## src/include/utc_map.vh

```
// Register map and constants for the second serial control register block
`ifndef UTC_MAP_VH
`define UTC_MAP_VH
`define UTC_ADDR_CTRL_TWO   12'h000
`define UTC_ADDR_CTRL_ONE   12'h004
`define UTC_ADDR_STATUS     12'h008
`define UTC_ADDR_DATA       12'h00c
`define UTC_ADDR_BAUD       12'h010
`define UTC_ADDR_W          12
`define UTC_BIT_TX_EMPTY_IE 7
`define UTC_BIT_TX_DONE_IE  6
`define UTC_BIT_RX_FULL_IE  5
`define UTC_BIT_QUIET_IE    4
`define UTC_BIT_TX_ON       3
`define UTC_BIT_RX_ON       2
`define UTC_BIT_RX_STANDBY  1
`define UTC_BIT_QUEUE_BREAK 0
`define UTC_BIT_LOOPBACK    7
`define UTC_BIT_RX_SOURCE   5
`define UTC_BIT_NINE_BIT    4
`define UTC_BIT_WAKE_SEL    3
`define UTC_BIT_LONG_BREAK  2
`define UTC_BIT_WIRE_DIR    1
`define UTC_RESET_BYTE      8'h00
`define UTC_BAUD_RESET      13'h0004
`define UTC_OVERSAMPLE      5'h10
`define UTC_BREAK_SHORT     5'h0a
`define UTC_BREAK_LONG      5'h0d
`endif

```

## src/utc_ctrl.v

```verilog
// Serial control block: control registers, transmitter, pin ownership, wake-up and interrupt
// Overview of operation
// - Control register is readable and writable at any time.
// - Bit 7 enables an interrupt while the transmit buffer is empty.
// - Bit 6 enables an interrupt while transmission is complete.
// - Bit 5 enables an interrupt while the receive buffer is full.
// - Bit 4 enables an interrupt while the idle-line flag is set.
// - Bit 3 turns the transmitter on and claims the transmit pin.
// - In single-wire mode the direction bit sets whether the pin drives.
// - Toggling transmitter enable off then on mid-transmission queues one idle character.
// - Pin stays owned until pending data, idle or break finishes.
// - Bit 2 turns the receiver on; off returns receive pin to GPIO.
// - Loopback releases the receive pin to GPIO even with receiver on.
// - Writing bit 1 puts the receiver in standby awaiting wake-up.
// - Wake-up is idle line or a set data MSB, by wake select.
// - Hardware clears standby on wake-up; software can set or clear it.
// - While break bit is 1, breaks of 10/11 or 13/14 bits repeat.
// - A second break may be queued before software clears the bit.
// - Loopback feeds transmitter to receiver; source select gives single-wire.
// - Character length select adds a ninth data bit before stop.
//
// The implementer's own choices: the APB interface to the registers and the register addresses.
`default_nettype none
`include "utc_map.vh"
module utc_ctrl #(
	parameter BAUD_W = 13
) (
	input  wire        clk,
	input  wire        rst,
	input  wire [11:0] paddr,
	input  wire        psel,
	input  wire        penable,
	input  wire        pwrite,
	input  wire [31:0] pwdata,
	output reg  [31:0] prdata,
	output reg         pready,
	output reg         pslverr,
	input  wire        txd_in,
	output reg         txd_out,
	output reg         txd_oe_n,
	output reg         txd_owned,
	input  wire        rxd_in,
	output reg         rxd_owned,
	output reg         irq
);
	localparam TX_IDLE = 4'b0001;
	localparam TX_DATA = 4'b0010;
	localparam TX_BRK  = 4'b0100;
	localparam TX_PRE  = 4'b1000;

	reg [7:0] ctrl_two_q;
	reg [7:0] ctrl_one_q;
	reg [BAUD_W-1:0] baud_q;
	reg [8:0] tx_buf_q;
	reg       tx_empty_q;
	reg [8:0] rx_data_q;
	reg       rx_full_q;
	reg       quiet_q;
	reg       quiet_arm_q;
	reg [3:0] tx_state_q;
	reg [10:0] tx_shift_q;
	reg [4:0] tx_cnt_q;
	reg       idle_pend_q;
	reg       brk_pend_q;
	reg       txd_s1_q, txd_s2_q, rxd_s1_q, rxd_s2_q;
	reg       tx_line_q;
	reg       tx_tail_q;

	wire tx_empty_ie = ctrl_two_q[`UTC_BIT_TX_EMPTY_IE];
	wire tx_done_ie  = ctrl_two_q[`UTC_BIT_TX_DONE_IE];
	wire rx_full_ie  = ctrl_two_q[`UTC_BIT_RX_FULL_IE];
	wire quiet_ie    = ctrl_two_q[`UTC_BIT_QUIET_IE];
	wire tx_on       = ctrl_two_q[`UTC_BIT_TX_ON];
	wire rx_on       = ctrl_two_q[`UTC_BIT_RX_ON];
	wire rx_standby  = ctrl_two_q[`UTC_BIT_RX_STANDBY];
	wire queue_break = ctrl_two_q[`UTC_BIT_QUEUE_BREAK];
	wire loopback_sel   = ctrl_one_q[`UTC_BIT_LOOPBACK];
	wire rx_source_sel  = ctrl_one_q[`UTC_BIT_RX_SOURCE];
	wire nine_bit       = ctrl_one_q[`UTC_BIT_NINE_BIT];
	wire wake_sel       = ctrl_one_q[`UTC_BIT_WAKE_SEL];
	wire long_break_sel = ctrl_one_q[`UTC_BIT_LONG_BREAK];
	wire wire_direction = ctrl_one_q[`UTC_BIT_WIRE_DIR];
	wire single_wire = loopback_sel && rx_source_sel;

	function addr_is;
		input [11:0] a;
		input [11:0] b;
		addr_is = (a == b);
	endfunction

	wire access   = psel && penable;
	wire wr       = access && pwrite;
	wire rd       = access && !pwrite;
	wire wr_two   = wr && addr_is(paddr, `UTC_ADDR_CTRL_TWO);
	wire wr_one   = wr && addr_is(paddr, `UTC_ADDR_CTRL_ONE);
	wire wr_data  = wr && addr_is(paddr, `UTC_ADDR_DATA);
	wire wr_baud  = wr && addr_is(paddr, `UTC_ADDR_BAUD);
	wire rd_data  = rd && addr_is(paddr, `UTC_ADDR_DATA);
	wire mapped   = addr_is(paddr, `UTC_ADDR_CTRL_TWO) || addr_is(paddr, `UTC_ADDR_CTRL_ONE) ||
	                addr_is(paddr, `UTC_ADDR_STATUS) || addr_is(paddr, `UTC_ADDR_DATA) ||
	                addr_is(paddr, `UTC_ADDR_BAUD);
	wire new_tx_on = pwdata[`UTC_BIT_TX_ON];
	wire new_brk   = pwdata[`UTC_BIT_QUEUE_BREAK];

	// The last bit of a character or break is still on the line for one bit time after the state returns to idle
	wire tx_active   = (tx_state_q != TX_IDLE) || tx_tail_q;
	wire tx_finished = tx_empty_q && !tx_active && !idle_pend_q && !brk_pend_q;
	// Pin stays ours while anything queued is still going out
	wire tx_hold     = tx_on || tx_active || idle_pend_q || brk_pend_q;

	// Receiver input: internal loop, shared pin, or receive pin
	wire rx_line = loopback_sel ? (rx_source_sel ? txd_s2_q : tx_line_q) : rxd_s2_q;

	wire       tick;
	wire       rx_done;
	wire [8:0] rx_char;
	wire       rx_idle;
	wire       rx_msb;

	utc_baud_tick #(.DIV_W(BAUD_W)) u_tick (
		.clk     (clk),
		.rst     (rst),
		.divisor (baud_q),
		.tick    (tick)
	);

	utc_rx_frame u_rx (
		.clk       (clk),
		.rst       (rst),
		.tick      (tick),
		.enable    (rx_on),
		.nine_bit  (nine_bit),
		.line_in   (rx_line),
		.char_done (rx_done),
		.char_data (rx_char),
		.idle_seen (rx_idle),
		.msb_one   (rx_msb)
	);

	// Wake-up detection follows the selected condition
	wire wake_hit = wake_sel ? (rx_done && rx_msb) : rx_idle;

	always @(posedge clk) begin
		if (rst) begin
			txd_s1_q <= 1'b1;
			txd_s2_q <= 1'b1;
			rxd_s1_q <= 1'b1;
			rxd_s2_q <= 1'b1;
		end else begin
			txd_s1_q <= txd_in;
			txd_s2_q <= txd_s1_q;
			rxd_s1_q <= rxd_in;
			rxd_s2_q <= rxd_s1_q;
		end
	end

	// Control register two
	always @(posedge clk) begin
		if (rst) begin
			ctrl_two_q <= `UTC_RESET_BYTE;
		end else if (wr_two) begin
			ctrl_two_q <= pwdata[7:0];
		end else if (rx_standby && wake_hit) begin
			ctrl_two_q[`UTC_BIT_RX_STANDBY] <= 1'b0;
		end
	end

	always @(posedge clk) begin
		if (rst) begin
			ctrl_one_q <= `UTC_RESET_BYTE;
			baud_q <= `UTC_BAUD_RESET;
		end else begin
			if (wr_one)
				ctrl_one_q <= pwdata[7:0];
			if (wr_baud)
				baud_q <= pwdata[BAUD_W-1:0];
		end
	end

	// Receive side flags; standby suppresses capture
	always @(posedge clk) begin
		if (rst) begin
			rx_data_q <= 9'h000;
			rx_full_q <= 1'b0;
			quiet_q <= 1'b0;
			quiet_arm_q <= 1'b0;
		end else begin
			if (rx_done && !rx_standby) begin
				rx_data_q <= rx_char;
				rx_full_q <= 1'b1;
				quiet_arm_q <= 1'b1;
			end else if (rd_data) begin
				rx_full_q <= 1'b0;
			end
			// Idle is flagged once per burst of activity; the set beats a clear
			if (rx_idle && quiet_arm_q && !rx_standby) begin
				quiet_q <= 1'b1;
				quiet_arm_q <= 1'b0;
			end else if (rd_data) begin
				quiet_q <= 1'b0;
			end
		end
	end

	// Transmitter, queued idle and queued break
	always @(posedge clk) begin
		if (rst) begin
			tx_state_q <= TX_IDLE;
			tx_shift_q <= 11'h7ff;
			tx_cnt_q <= 5'h00;
			tx_buf_q <= 9'h000;
			tx_empty_q <= 1'b1;
			idle_pend_q <= 1'b0;
			brk_pend_q <= 1'b0;
			tx_line_q <= 1'b1;
			tx_tail_q <= 1'b0;
		end else begin
			if (wr_data) begin
				tx_buf_q <= pwdata[8:0];
				tx_empty_q <= 1'b0;
			end
			if (wr_two && tx_on && !new_tx_on && tx_active)
				idle_pend_q <= 1'b1;
			if (wr_two && !queue_break && new_brk)
				brk_pend_q <= 1'b1;
			if (tick) begin
				tx_tail_q <= (tx_state_q != TX_IDLE) && (tx_cnt_q == 5'h01);
				case (tx_state_q)
				TX_IDLE: begin
					tx_line_q <= 1'b1;
					if (brk_pend_q || (queue_break && tx_on)) begin
						brk_pend_q <= 1'b0;
						tx_state_q <= TX_BRK;
						tx_cnt_q <= (long_break_sel ? `UTC_BREAK_LONG : `UTC_BREAK_SHORT) +
						            {4'h0, nine_bit};
					end else if (idle_pend_q && tx_on) begin
						idle_pend_q <= 1'b0;
						tx_state_q <= TX_PRE;
						tx_cnt_q <= `UTC_BREAK_SHORT + {4'h0, nine_bit};
					end else if (!tx_empty_q && tx_on && !wr_data) begin
						tx_empty_q <= 1'b1;
						tx_state_q <= TX_DATA;
						tx_shift_q <= nine_bit ? {1'b1, tx_buf_q, 1'b0} : {2'b11, tx_buf_q[7:0], 1'b0};
						tx_cnt_q <= `UTC_BREAK_SHORT + {4'h0, nine_bit};
					end else if (!tx_on) begin
						idle_pend_q <= 1'b0;
					end
				end
				TX_DATA: begin
					tx_line_q <= tx_shift_q[0];
					tx_shift_q <= {1'b1, tx_shift_q[10:1]};
					tx_cnt_q <= tx_cnt_q - 5'h01;
					if (tx_cnt_q == 5'h01)
						tx_state_q <= TX_IDLE;
				end
				TX_BRK: begin
					// Bit still set at the end re-queues; a set-and-clear mid-break can add one more
					tx_line_q <= 1'b0;
					tx_cnt_q <= tx_cnt_q - 5'h01;
					if (tx_cnt_q == 5'h01)
						tx_state_q <= TX_IDLE;
				end
				TX_PRE: begin
					tx_line_q <= 1'b1;
					tx_cnt_q <= tx_cnt_q - 5'h01;
					if (tx_cnt_q == 5'h01)
						tx_state_q <= TX_IDLE;
				end
				default: tx_state_q <= TX_IDLE;
				endcase
			end
		end
	end

	// Pin ownership and drive
	always @(posedge clk) begin
		if (rst) begin
			txd_out <= 1'b1;
			txd_oe_n <= 1'b1;
			txd_owned <= 1'b0;
			rxd_owned <= 1'b0;
		end else begin
			txd_out <= tx_line_q;
			txd_owned <= tx_hold || (single_wire && rx_on);
			if (single_wire)
				txd_oe_n <= !(tx_hold && wire_direction);
			else
				txd_oe_n <= !tx_hold;
			rxd_owned <= rx_on && !loopback_sel;
		end
	end

	// Interrupt request: each flag gated by its enable
	always @(posedge clk) begin
		if (rst)
			irq <= 1'b0;
		else
			irq <= (tx_empty_q && tx_empty_ie) ||
			       (tx_finished && tx_done_ie) ||
			       (rx_full_q && rx_full_ie) ||
			       (quiet_q && quiet_ie);
	end

	// APB slave: no wait states, error on unmapped address
	always @(posedge clk) begin
		if (rst) begin
			pready <= 1'b0;
			pslverr <= 1'b0;
			prdata <= 32'h00000000;
		end else begin
			pready <= psel && !penable;
			pslverr <= psel && !penable && !mapped;
			prdata <= 32'h00000000;
			if (psel && !penable && !pwrite) begin
				if (addr_is(paddr, `UTC_ADDR_CTRL_TWO))
					prdata <= {24'h000000, ctrl_two_q};
				else if (addr_is(paddr, `UTC_ADDR_CTRL_ONE))
					prdata <= {24'h000000, ctrl_one_q};
				else if (addr_is(paddr, `UTC_ADDR_STATUS))
					prdata <= {24'h000000, tx_empty_q, tx_finished, rx_full_q, quiet_q, 4'h0};
				else if (addr_is(paddr, `UTC_ADDR_DATA))
					prdata <= {23'h0, rx_data_q};
				else if (addr_is(paddr, `UTC_ADDR_BAUD))
					prdata <= {{(32-BAUD_W){1'b0}}, baud_q};
			end
		end
	end
endmodule // utc_ctrl
`default_nettype wire

```

## src/utc_baud_tick.v

```verilog
// Baud tick generator: one pulse per bit time
`default_nettype none
module utc_baud_tick #(
	parameter DIV_W = 13
) (
	input  wire             clk,
	input  wire             rst,
	input  wire [DIV_W-1:0] divisor,
	output reg              tick
);
	reg [DIV_W+3:0] cnt_q;
	wire [DIV_W+3:0] limit = {divisor, 4'h0};
	always @(posedge clk) begin
		if (rst) begin
			cnt_q <= {(DIV_W+4){1'b0}};
			tick  <= 1'b0;
		end else if (divisor == {DIV_W{1'b0}}) begin
			// Zero divisor stops the generator to save power
			cnt_q <= {(DIV_W+4){1'b0}};
			tick  <= 1'b0;
		end else if (cnt_q >= limit - 1'b1) begin
			cnt_q <= {(DIV_W+4){1'b0}};
			tick  <= 1'b1;
		end else begin
			cnt_q <= cnt_q + 1'b1;
			tick  <= 1'b0;
		end
	end
endmodule // utc_baud_tick
`default_nettype wire

```

## src/utc_rx_frame.v

```verilog
// Receive framer: bit-time sampling, idle detection and wake-up
`default_nettype none
module utc_rx_frame (
	input  wire       clk,
	input  wire       rst,
	input  wire       tick,
	input  wire       enable,
	input  wire       nine_bit,
	input  wire       line_in,
	output reg        char_done,
	output reg  [8:0] char_data,
	output reg        idle_seen,
	output reg        msb_one
);
	reg [3:0] bit_q;
	reg       busy_q;
	reg [3:0] high_q;
	reg [8:0] shift_q;
	wire [3:0] last_bit = nine_bit ? 4'h9 : 4'h8;
	wire [3:0] idle_len = nine_bit ? 4'hb : 4'ha;
	always @(posedge clk) begin
		if (rst || !enable) begin
			bit_q <= 4'h0;
			busy_q <= 1'b0;
			high_q <= 4'h0;
			shift_q <= 9'h000;
			char_done <= 1'b0;
			char_data <= 9'h000;
			idle_seen <= 1'b0;
			msb_one <= 1'b0;
		end else begin
			char_done <= 1'b0;
			idle_seen <= 1'b0;
			if (tick) begin
				high_q <= line_in ? ((high_q == idle_len) ? high_q : high_q + 4'h1) : 4'h0;
				idle_seen <= line_in && (high_q == idle_len - 4'h1);
				if (!busy_q) begin
					if (!line_in) begin
						busy_q <= 1'b1;
						bit_q <= 4'h1;
					end
				end else if (bit_q <= last_bit) begin
					shift_q <= nine_bit ? {line_in, shift_q[8:1]} : {1'b0, line_in, shift_q[7:1]};
					bit_q <= bit_q + 4'h1;
				end else begin
					busy_q <= 1'b0;
					char_done <= 1'b1;
					char_data <= shift_q;
					msb_one <= nine_bit ? shift_q[8] : shift_q[7];
				end
			end
		end
	end
endmodule // utc_rx_frame
`default_nettype wire

```

## config.mk

```make
export PLATFORM = sky130hd
export DESIGN_NAME = utc_ctrl
export DESIGN_NICKNAME = d
export VERILOG_FILES = /design/src/utc_ctrl.v /design/src/utc_baud_tick.v /design/src/utc_rx_frame.v
export VERILOG_INCLUDE_DIRS = /design/src /design/src/include
export SDC_FILE = /design/constraint.sdc
export NUM_CORES = 1
export LEC_CHECK = 0
export BUFFER_PORTS_ARGS = -buffer_cell sky130_fd_sc_hd__buf_4
export CORE_ASPECT_RATIO = 1.1
export CORE_MARGIN = 8
export CORE_UTILIZATION = 33
export DETAILED_ROUTE_END_ITERATION = 16
export GPL_TIMING_DRIVEN = 0
export SLEW_MARGIN = 20
export SYNTH_ARGS = -nofsm -noshare
export SYNTH_HDL_FRONTEND = slang
export SYNTH_SLANG_ARGS = --single-unit
```

## constraint.sdc

```tcl
create_clock -name clk -period 3.3 [get_ports clk]
set_input_delay 0.825 -clock clk [delete_from_list [all_inputs] [get_ports clk]]
set_output_delay 0.825 -clock clk [all_outputs]
set_load 0.01 [all_outputs]
```

==> results of run 1 <==
## power by group through the flow
stage / combinational (uW) / clock (uW) / sequential (uW)
floorplan: 81.4 / 0 / 1810
global placement: 148 / 0 / 1810
detailed placement: 149 / 0 / 1810
CTS: 149 / 2010 / 1770
global route: 163 / 2080 / 1770
finish: 151 / 1980 / 1770
## how the worst max path moves through the flow
stage	from	slack, ns	cells after the start	to
floorplan	baud_q[6]	0.38	11	u_tick.cnt_q[10]
global placement	baud_q[6]	0.08	11	u_tick.cnt_q[6]
detailed placement	paddr[3]	0.05	8	tx_shift_q[5]
CTS	baud_q[6]	0.01	11	u_tick.cnt_q[11]
global route	baud_q[6]	0.0002	11	u_tick.cnt_q[11]
finish	baud_q[6]	0.12	11	u_tick.cnt_q[11]
## synthesized netlist by cell type (9+ instances only)
library cell,instances,share of area
inv_1,24,0.013
xor2_1,17,0.022
a22oi_1,9,0.010
nor3_1,11,0.0081
clkbuf_1,30,0.017
buf_4,20,0.022
mux2i_1,29,0.043
xnor2_1,15,0.019
nor2_1,79,0.044
nand2_1,102,0.057
o21ai_0,35,0.026
ha_1,22,0.041
dfxtp_1,146,0.43
nand3_1,20,0.015
a21oi_1,68,0.050
## cell usage in the layout, fill, tap and decap left out, types with 4 or more instances in the layout
master      synthesis  routed
o21a_1              6       6
conb_1              1      19
xor2_1             17      17
o211ai_1            5       5
a22oi_1             9       9
and4_1              4       4
nor3_1             11       9
clkbuf_1           30      32
and3_1              5       5
mux2_2              4       4
nand2b_1            4       4
nor3_2              2       4
inv_1              24      24
a221oi_1            8       8
nor4_1              6       5
buf_4              20      70
dfxtp_1           146     145
nor2b_1             8       8
nor2_1             79      79
nand3_1            20      20
clkinvlp_4          0       4
or3_1               6       6
and2_1              7       7
ha_1               22      22
clkbuf_16           0      17
nor3b_1             4       4
a211oi_1            5       5
o21ai_0            35      35
or2_2               8       8
nand4_1             6       6
a21o_1              4       4
nand2_1           102     101
nor2_2              8       8
a21oi_1            68      68
o22ai_1             4       4
mux2i_1            29      29
xnor2_1            15      15
## sequential cells by signal (all words and copies together) (netlist names), 8 cells and up
register	flops
u_tick.cnt_q	17
baud_q	13
ctrl_two_q	8
tx_shift_q	10
rx_data_q	9
ctrl_one_q	8
tx_buf_q	9
u_rx.char_data	9
u_rx.shift_q	9
prdata	13
## layer usage
layer | GRT usage | up-vias | wire length [microns]
li1 | - | 2880 | -
met1 | 0.167 | 2630 | 8020
met2 | 0.244 | 138 | 8890
met3 | 0.0346 | 29 | 746
met4 | 0.0525 | 0 | 308
met5 | 0 | - | 0
## per-stage QoR
step	hold slack, ns	instance area [sq um]
6_report	0.407	8170
2_1_floorplan	0.389	6830
4_1_cts	0.409	8120
3_3_place_gp	0.394	7520
3_5_place_dp	0.394	7520
5_1_grt	0.419	8170
## worst max-delay path, stage by stage (launching register included)
cell	delay [ns]
dfxtp_1	0.41
or4_1	0.57
or2_2	0.32
nor3_2	0.17
xnor2_1	0.15
ha_1	0.27
nand4_1	0.12
nor4_1	0.07
a221o_1	0.34
a211o_4	0.37
clkbuf_4	0.20
nor2_1	0.12
## area by class of cell
class	instances	area, sq um	area share
sequential	146	2920	0.358
timing repair buffer	50	375	0.0460
buffer	55	304	0.0372
clock inverter	11	155	0.0190
inverter	25	93.8	0.0115
clock buffer	20	447	0.0547
multi-input combinational	575	3550	0.434
tap	256	320	0.0392
## kinds of logic (layout without fill, tap and decap cells)
family / Yosys count / after routing / share of synthesized area
buf+inv: 80 / 161 / 0.0585
simple gates: 297 / 297 / 0.217
mux: 33 / 33 / 0.0496
flops: 146 / 146 / 0.432
compound gates: 172 / 172 / 0.160
xor+xnor: 32 / 32 / 0.0414
other cells: 1 / 19 / 0.000555
fa+ha+maj: 22 / 22 / 0.0407
## repair_timing
item / 4_1_cts / 5_1_grt
hold buffers: 0 / 0
gates resized for setup: 0 / 9
buffers inserted: 0 / 1
setup endpoints to repair: 0 / 10
==> metrics.md, run 1 <==
| Metric | Value |
|---|---|
| Worst Hold Class | flip-flop to flip-flop |
| Final worst slack | 0.122 ns |
| Relative slew slack | 0.548 |
| Num Clock Sinks | approximately 150 |
| Tot GR Track Use | 0.142 |
| Drt pass-1 iters | 5 |
| Die W | 152 microns |
| # IOs | 90 |
| VDD IR max | a little under 0.4 mV |
| Seq/Total Area, Yosys | 0.432 |
| RSZ-0062 raised after global routing | no |
| Power per cell area | 478 nW/um^2 |
| R2R Path Start | baud_q[6] |
| Fin. Hold Viols | 0 |
| Seq pwr share | 0.454 |
| Post-DRT Antenna Nets | 0 |
| CP endpoint kind | flip-flop |
| DR iter-0 viols | 336 |
| Total CTS buffers | 17 |
| Reg2reg path depth | 11 |
| CP required | 3.66 ns |
| Final Wtd Congestion | 0.881 |
| First-pass GRT wire length | 28.8 mm |
| Synth Flop Type | dfxtp_1 |
| Vias per std cell | 4.99 |
| Layout cells sized above 1 | 0.159 |
| Placed cell count | 1106 |
| CTS tree | done |
| Leak pwr | 0.00312 uW |
| Asr flop ratio synth | 0 |
| Max Slew Vio Count | 0 |
| MaxCap Viol Count | 0 |
| Tmin final | 3.18 ns |
| Final WL | ~18 mm |
| Number of diodes | 0 |
| Synthesized instance count | 783 |
| Status | complete, no violations |
| Fin Clk Skew | 0.00961 ns |
| Hold Crit Start | rxd_s1_q |
| Clk slew on worst S/H paths | 0.06 ns |
| DP Wirelength | 13.3 mm |
| Worst-Margin Slew | between 0.6 and 0.7 ns |
| Pin count of the biggest net entering global routing | 17 |
| # fillers | between 2000 and 2500 |
| YS warnings | 0 |
| Tcrit/Tclk final | 0.963 |
| Setup TNS | 0 ns |
| Reg2Reg Setup Slack | 0.12 ns |
| Hold depth | 1 |
| WS Path Type | flip-flop to flip-flop |
| Post-synth EDFFs | 0 |
| Layout Nets | approximately 940 |
| Fin util | 0.401 |
| Area growth syn-to-layout | 20.8% |
| #FFs+latches synth | 146 |
| Distinct cells, synth | 72 |
| Cell area after synthesis | ~6800 sq um |
| Hold EP | rxd_s2_q |
| DR vias | between 5000 and 6000 |
| DIE HEIGHT | 166 microns |
| Startpoint Class | flip-flop |
| Vias in the first global route | 5459 |
| Worst skew pair latency | 0.43 ns |
| Pwr Total | 3900 uW |
| Clk pwr share | 0.508 |
| Initial antenna violation count | 0 |
| Routed len/inst | 15.8 microns |
| End of the worst register-to-register path | u_tick.cnt_q[11] |
| Arr. time, crit path | 3.54 ns |
| Clk root buf | clkbuf_16 |
| Logic pwr share | 0.039 |
| Avg Inst Size Synth | between 8 and 9 sq um |
| Core Area | just over 20000 sq um |
| Sw power | 864 uW |
| Initial Utilization | 0.332 |
| CTS Buffer Depth | 2 |
| Setup WS pre-CTS | 0.0510 ns |
| CP max FO | 10 |
| Setup-failing EPs final | 0 |
| Row cnt | 55 |
| Total gr overflow | 0 |
| Port Buffers | 49 |
| Die ar. | between 20000 and 30000 sq um |
| Int Power | 3040 uW |
| DRC errors left | 0 |
| Switch share | 0.221 |
| Fin cells | 1138 |
| FMAX | between 300 and 400 MHz |
| H-tree depth | 4 |
No activity file was read; power rests on OpenSTA's default activity.
==> run 2: changes to the inputs <==
clock period = 2.8 ns   (was 3.3 ns; I/O delays follow)
==> run 2 against run 1 <==
  * Die area unchanged
  * First-iteration DRC count grew 17%
  * Critical path type unchanged
  * Count of clock-buffer cells in the layout shrank 2
  * Hold slack improved by 0.0032 ns
  * Flip-flop and latch count stayed put
  * Wire length up 0.21%
  * The run now ends with negative setup slack left
  * Largest power group unchanged
  * Critical path depth is 1 higher
  * Via count increased by 1.6%
==> metrics.md, run 2 (synthesized netlist as in run 1, its figures left out) <==
| Metric | Value |
|---|---|
| CTS Buffer Depth | 2 |
| FMAX | 348 MHz |
| Final Wtd Congestion | 0.858 |
| Largest Register | u_tick.cnt_q |
| Clk root buf | clkbuf_16 |
| # IOs | 90 |
| First-pass GRT wire length | 29.2 mm |
| Most frequent cells in the layout | dfxtp_1, nand2_1, buf_4, nor2_1, a21oi_1 |
| Drt pass-1 iters | 5 |
| Vias per std cell | about 5 |
| R2R Path Start | baud_q[3] |
| # fillers | 2051 |
| Routed len/inst | 15.6 microns |
| Leak pwr | approximately 0.0032 uW |
| Max reg flops | 17 |
| Worst Hold Class | flip-flop to flip-flop |
| Critical Path Source | baud_q[3] |
| CTS Hold Bufs | 0 |
| MaxCap Viol Count | 0 |
| DR vias | 5765 |
| Power per cell area | 530 nW/um^2 |
| RSZ-0062 raised after global routing | yes |
| DIE HEIGHT | 166 microns |
| CP endpoint kind | flip-flop |
| Post-DRT Antenna Nets | 0 |
| Pin count of the biggest net entering global routing | 17 |
| CTS tree | done |
| CP max FO | 10 |
| Initial antenna violation count | 0 |
| Tcrit/Tclk final | 1.03 |
| Row cnt | 55 |
| Startpoint Class | flip-flop |
| Hold_ws | just over 0.4 ns |
| Dpl cell area | 7530 sq um |
| Failing checks | negative setup slack |
| DP Wirelength | 13.3 mm |
| Layout cells sized above 1 | 0.182 |
| Hold EP | rxd_s2_q |
| VDD IR max | 0.440 mV |
| Worst skew pair latency | 0.42 ns |
| Status | finished, violations left |
| Fin Clk Skew | 0.00658 ns |
| Number of diodes | 0 |
| WS Path Type | flip-flop to flip-flop |
| Vias in the first global route | 5588 |
| DRC errors left | 0 |
| CP required | 3.15 ns |
| End of the worst register-to-register path | u_tick.cnt_q[7] |
| Hold Crit Start | rxd_s1_q |
| Arr. time, crit path | 3.23 ns |
| Commonest non-fill, non-tap cell in the layout | dfxtp_1 |
| Initial Utilization | 0.332 |
| Num Clock Sinks | ~150 |
| Relative slew slack | 0.547 |
| Port Buffers | 49 |
| Area growth syn-to-layout | 22.0% |
| Die ar. | ~25000 sq um |
| Fin. Hold Viols | 0 |
| Critical Path Max Stage Delay | 0.37 ns |
| Total gr overflow | 0 |
| Total CTS buffers | 17 |
| Layout Nets | 956 |
| Final WL | 18.0 mm |
| Final worst slack | -0.0734 ns |
| CP cell instances | or3_4 -> nand3b_1 -> buf_6 -> nor3_4 -> xnor2_1 -> ha_1 -> nand4_1 -> nor4_1 -> a221o_1 -> a211o_4 -> buf_8 -> nor2_1 |
| Reg2Reg Setup Slack | -0.07 ns |
| Largest regs | u_tick.cnt_q: 17 flops, baud_q: 13 flops, prdata: 13 flops |
| Reg2reg path depth | 12 |
| Tot GR Track Use | 0.143 |
| Clk slew on worst S/H paths | 0.06 ns |
| DR iter-0 viols | 393 |
| H-tree depth | 4 |
| Max Slew Vio Count | 0 |
| Setup-failing EPs final | 16 |
| Hold depth | 1 |
| Max stage delay cell, worst path | or3_4 |
| Design Area, Final | 8250 sq um |
| Die W | 152 microns |
| Tmin final | 2.87 ns |
| Worst-Margin Slew | about 0.66 ns |
| Core Area | about 20000 sq um |
run 2: cell types whose count changed in the layout (fill, tap and decap cells not counted), moves of 2 or more:
cell / delta
buf_4: +11
buf_6: +2
bufinv_16: -2
clkinv_2: +5
clkinvlp_4: -2
dfxtp_1: -4
dfxtp_4: +3
nor2_1: -3
nor2_2: +3
run 2: stage by stage:
stage / setup TNS, ns / power (uW) / utilization / setup slack, ns / instances
CTS: -0.824 / 4410 / 0.403 / -0.0679 / 1148
global placement: -7.14 / 2310 / 0.370 / -0.289 / 1106
detailed placement: -7.96 / 2310 / 0.370 / -0.340 / 1106
global route: -3.12 / 4520 / 0.405 / -0.196 / 1151
floorplan: 0 / 2230 / - / 0.00330 / 801
finish: -0.927 / 4370 / 0.405 / -0.0734 / 1151
run 2: what timing repair did:
item | 4_1_cts | 5_1_grt
resized for setup | 18 | 5
pin swaps | 5 | 2
endpoints found under the setup margin | 17 | 18
buffers inserted | 11 | 3
run 2: worst max path at each step:
stage | slack [ns] | end
after floorplan | 0.003 | u_tick.cnt_q[6]
after global placement | -0.29 | u_tick.cnt_q[13]
after detailed placement | -0.34 | u_tick.cnt_q[8]
after CTS | -0.07 | u_tick.cnt_q[10]
after global routing | -0.20 | u_tick.cnt_q[8]
final | -0.07 | u_tick.cnt_q[7]
run 2: critical path, delay by kind of cell, from the launching register on:
| family | cells | cell delay, ns |
|---|---|---|
| XOR/XNOR | 1 | 0.10 |
| AO/OA/AOI/OAI | 2 | 0.67 |
| flip-flops | 1 | 0.36 |
| adder cells (fa/ha/maj) | 1 | 0.31 |
| buffers and inverters | 2 | 0.31 |
| AND/OR/NAND/NOR | 6 | 1.06 |
run 2: layout make-up:
cell class,instances,area (sq um),area share
Multi-Input combinational cell,575,3570,0.432
Sequential cell,146,2940,0.356
Timing Repair Buffer,63,480,0.0582
Clock buffer,18,429,0.0520
Tap cell,256,320,0.0388
Buffer,55,312,0.0378
Clock inverter,13,114,0.0138
Inverter,25,93.8,0.0114
run 2: layer usage:
| metal | vias to the layer above | wire (microns) | track usage |
|---|---|---|---|
| met5 | - | 0 | 0 |
| met4 | 0 | 250 | 0.0530 |
| met3 | 19 | 804 | 0.0333 |
| met2 | 122 | 8980 | 0.250 |
| met1 | 2722 | 7970 | 0.168 |
| li1 | 2902 | - | - |
run 2: report_power, final:
part	switching [uW]	total, uW	leakage, uW	internal (uW)
Sequential	3.91	2090	0.00118	2080
Clock	889	2100	0.000266	1220
Combinational	108	183	0.00175	74.9
Total	1000	4370	0.00320	3370
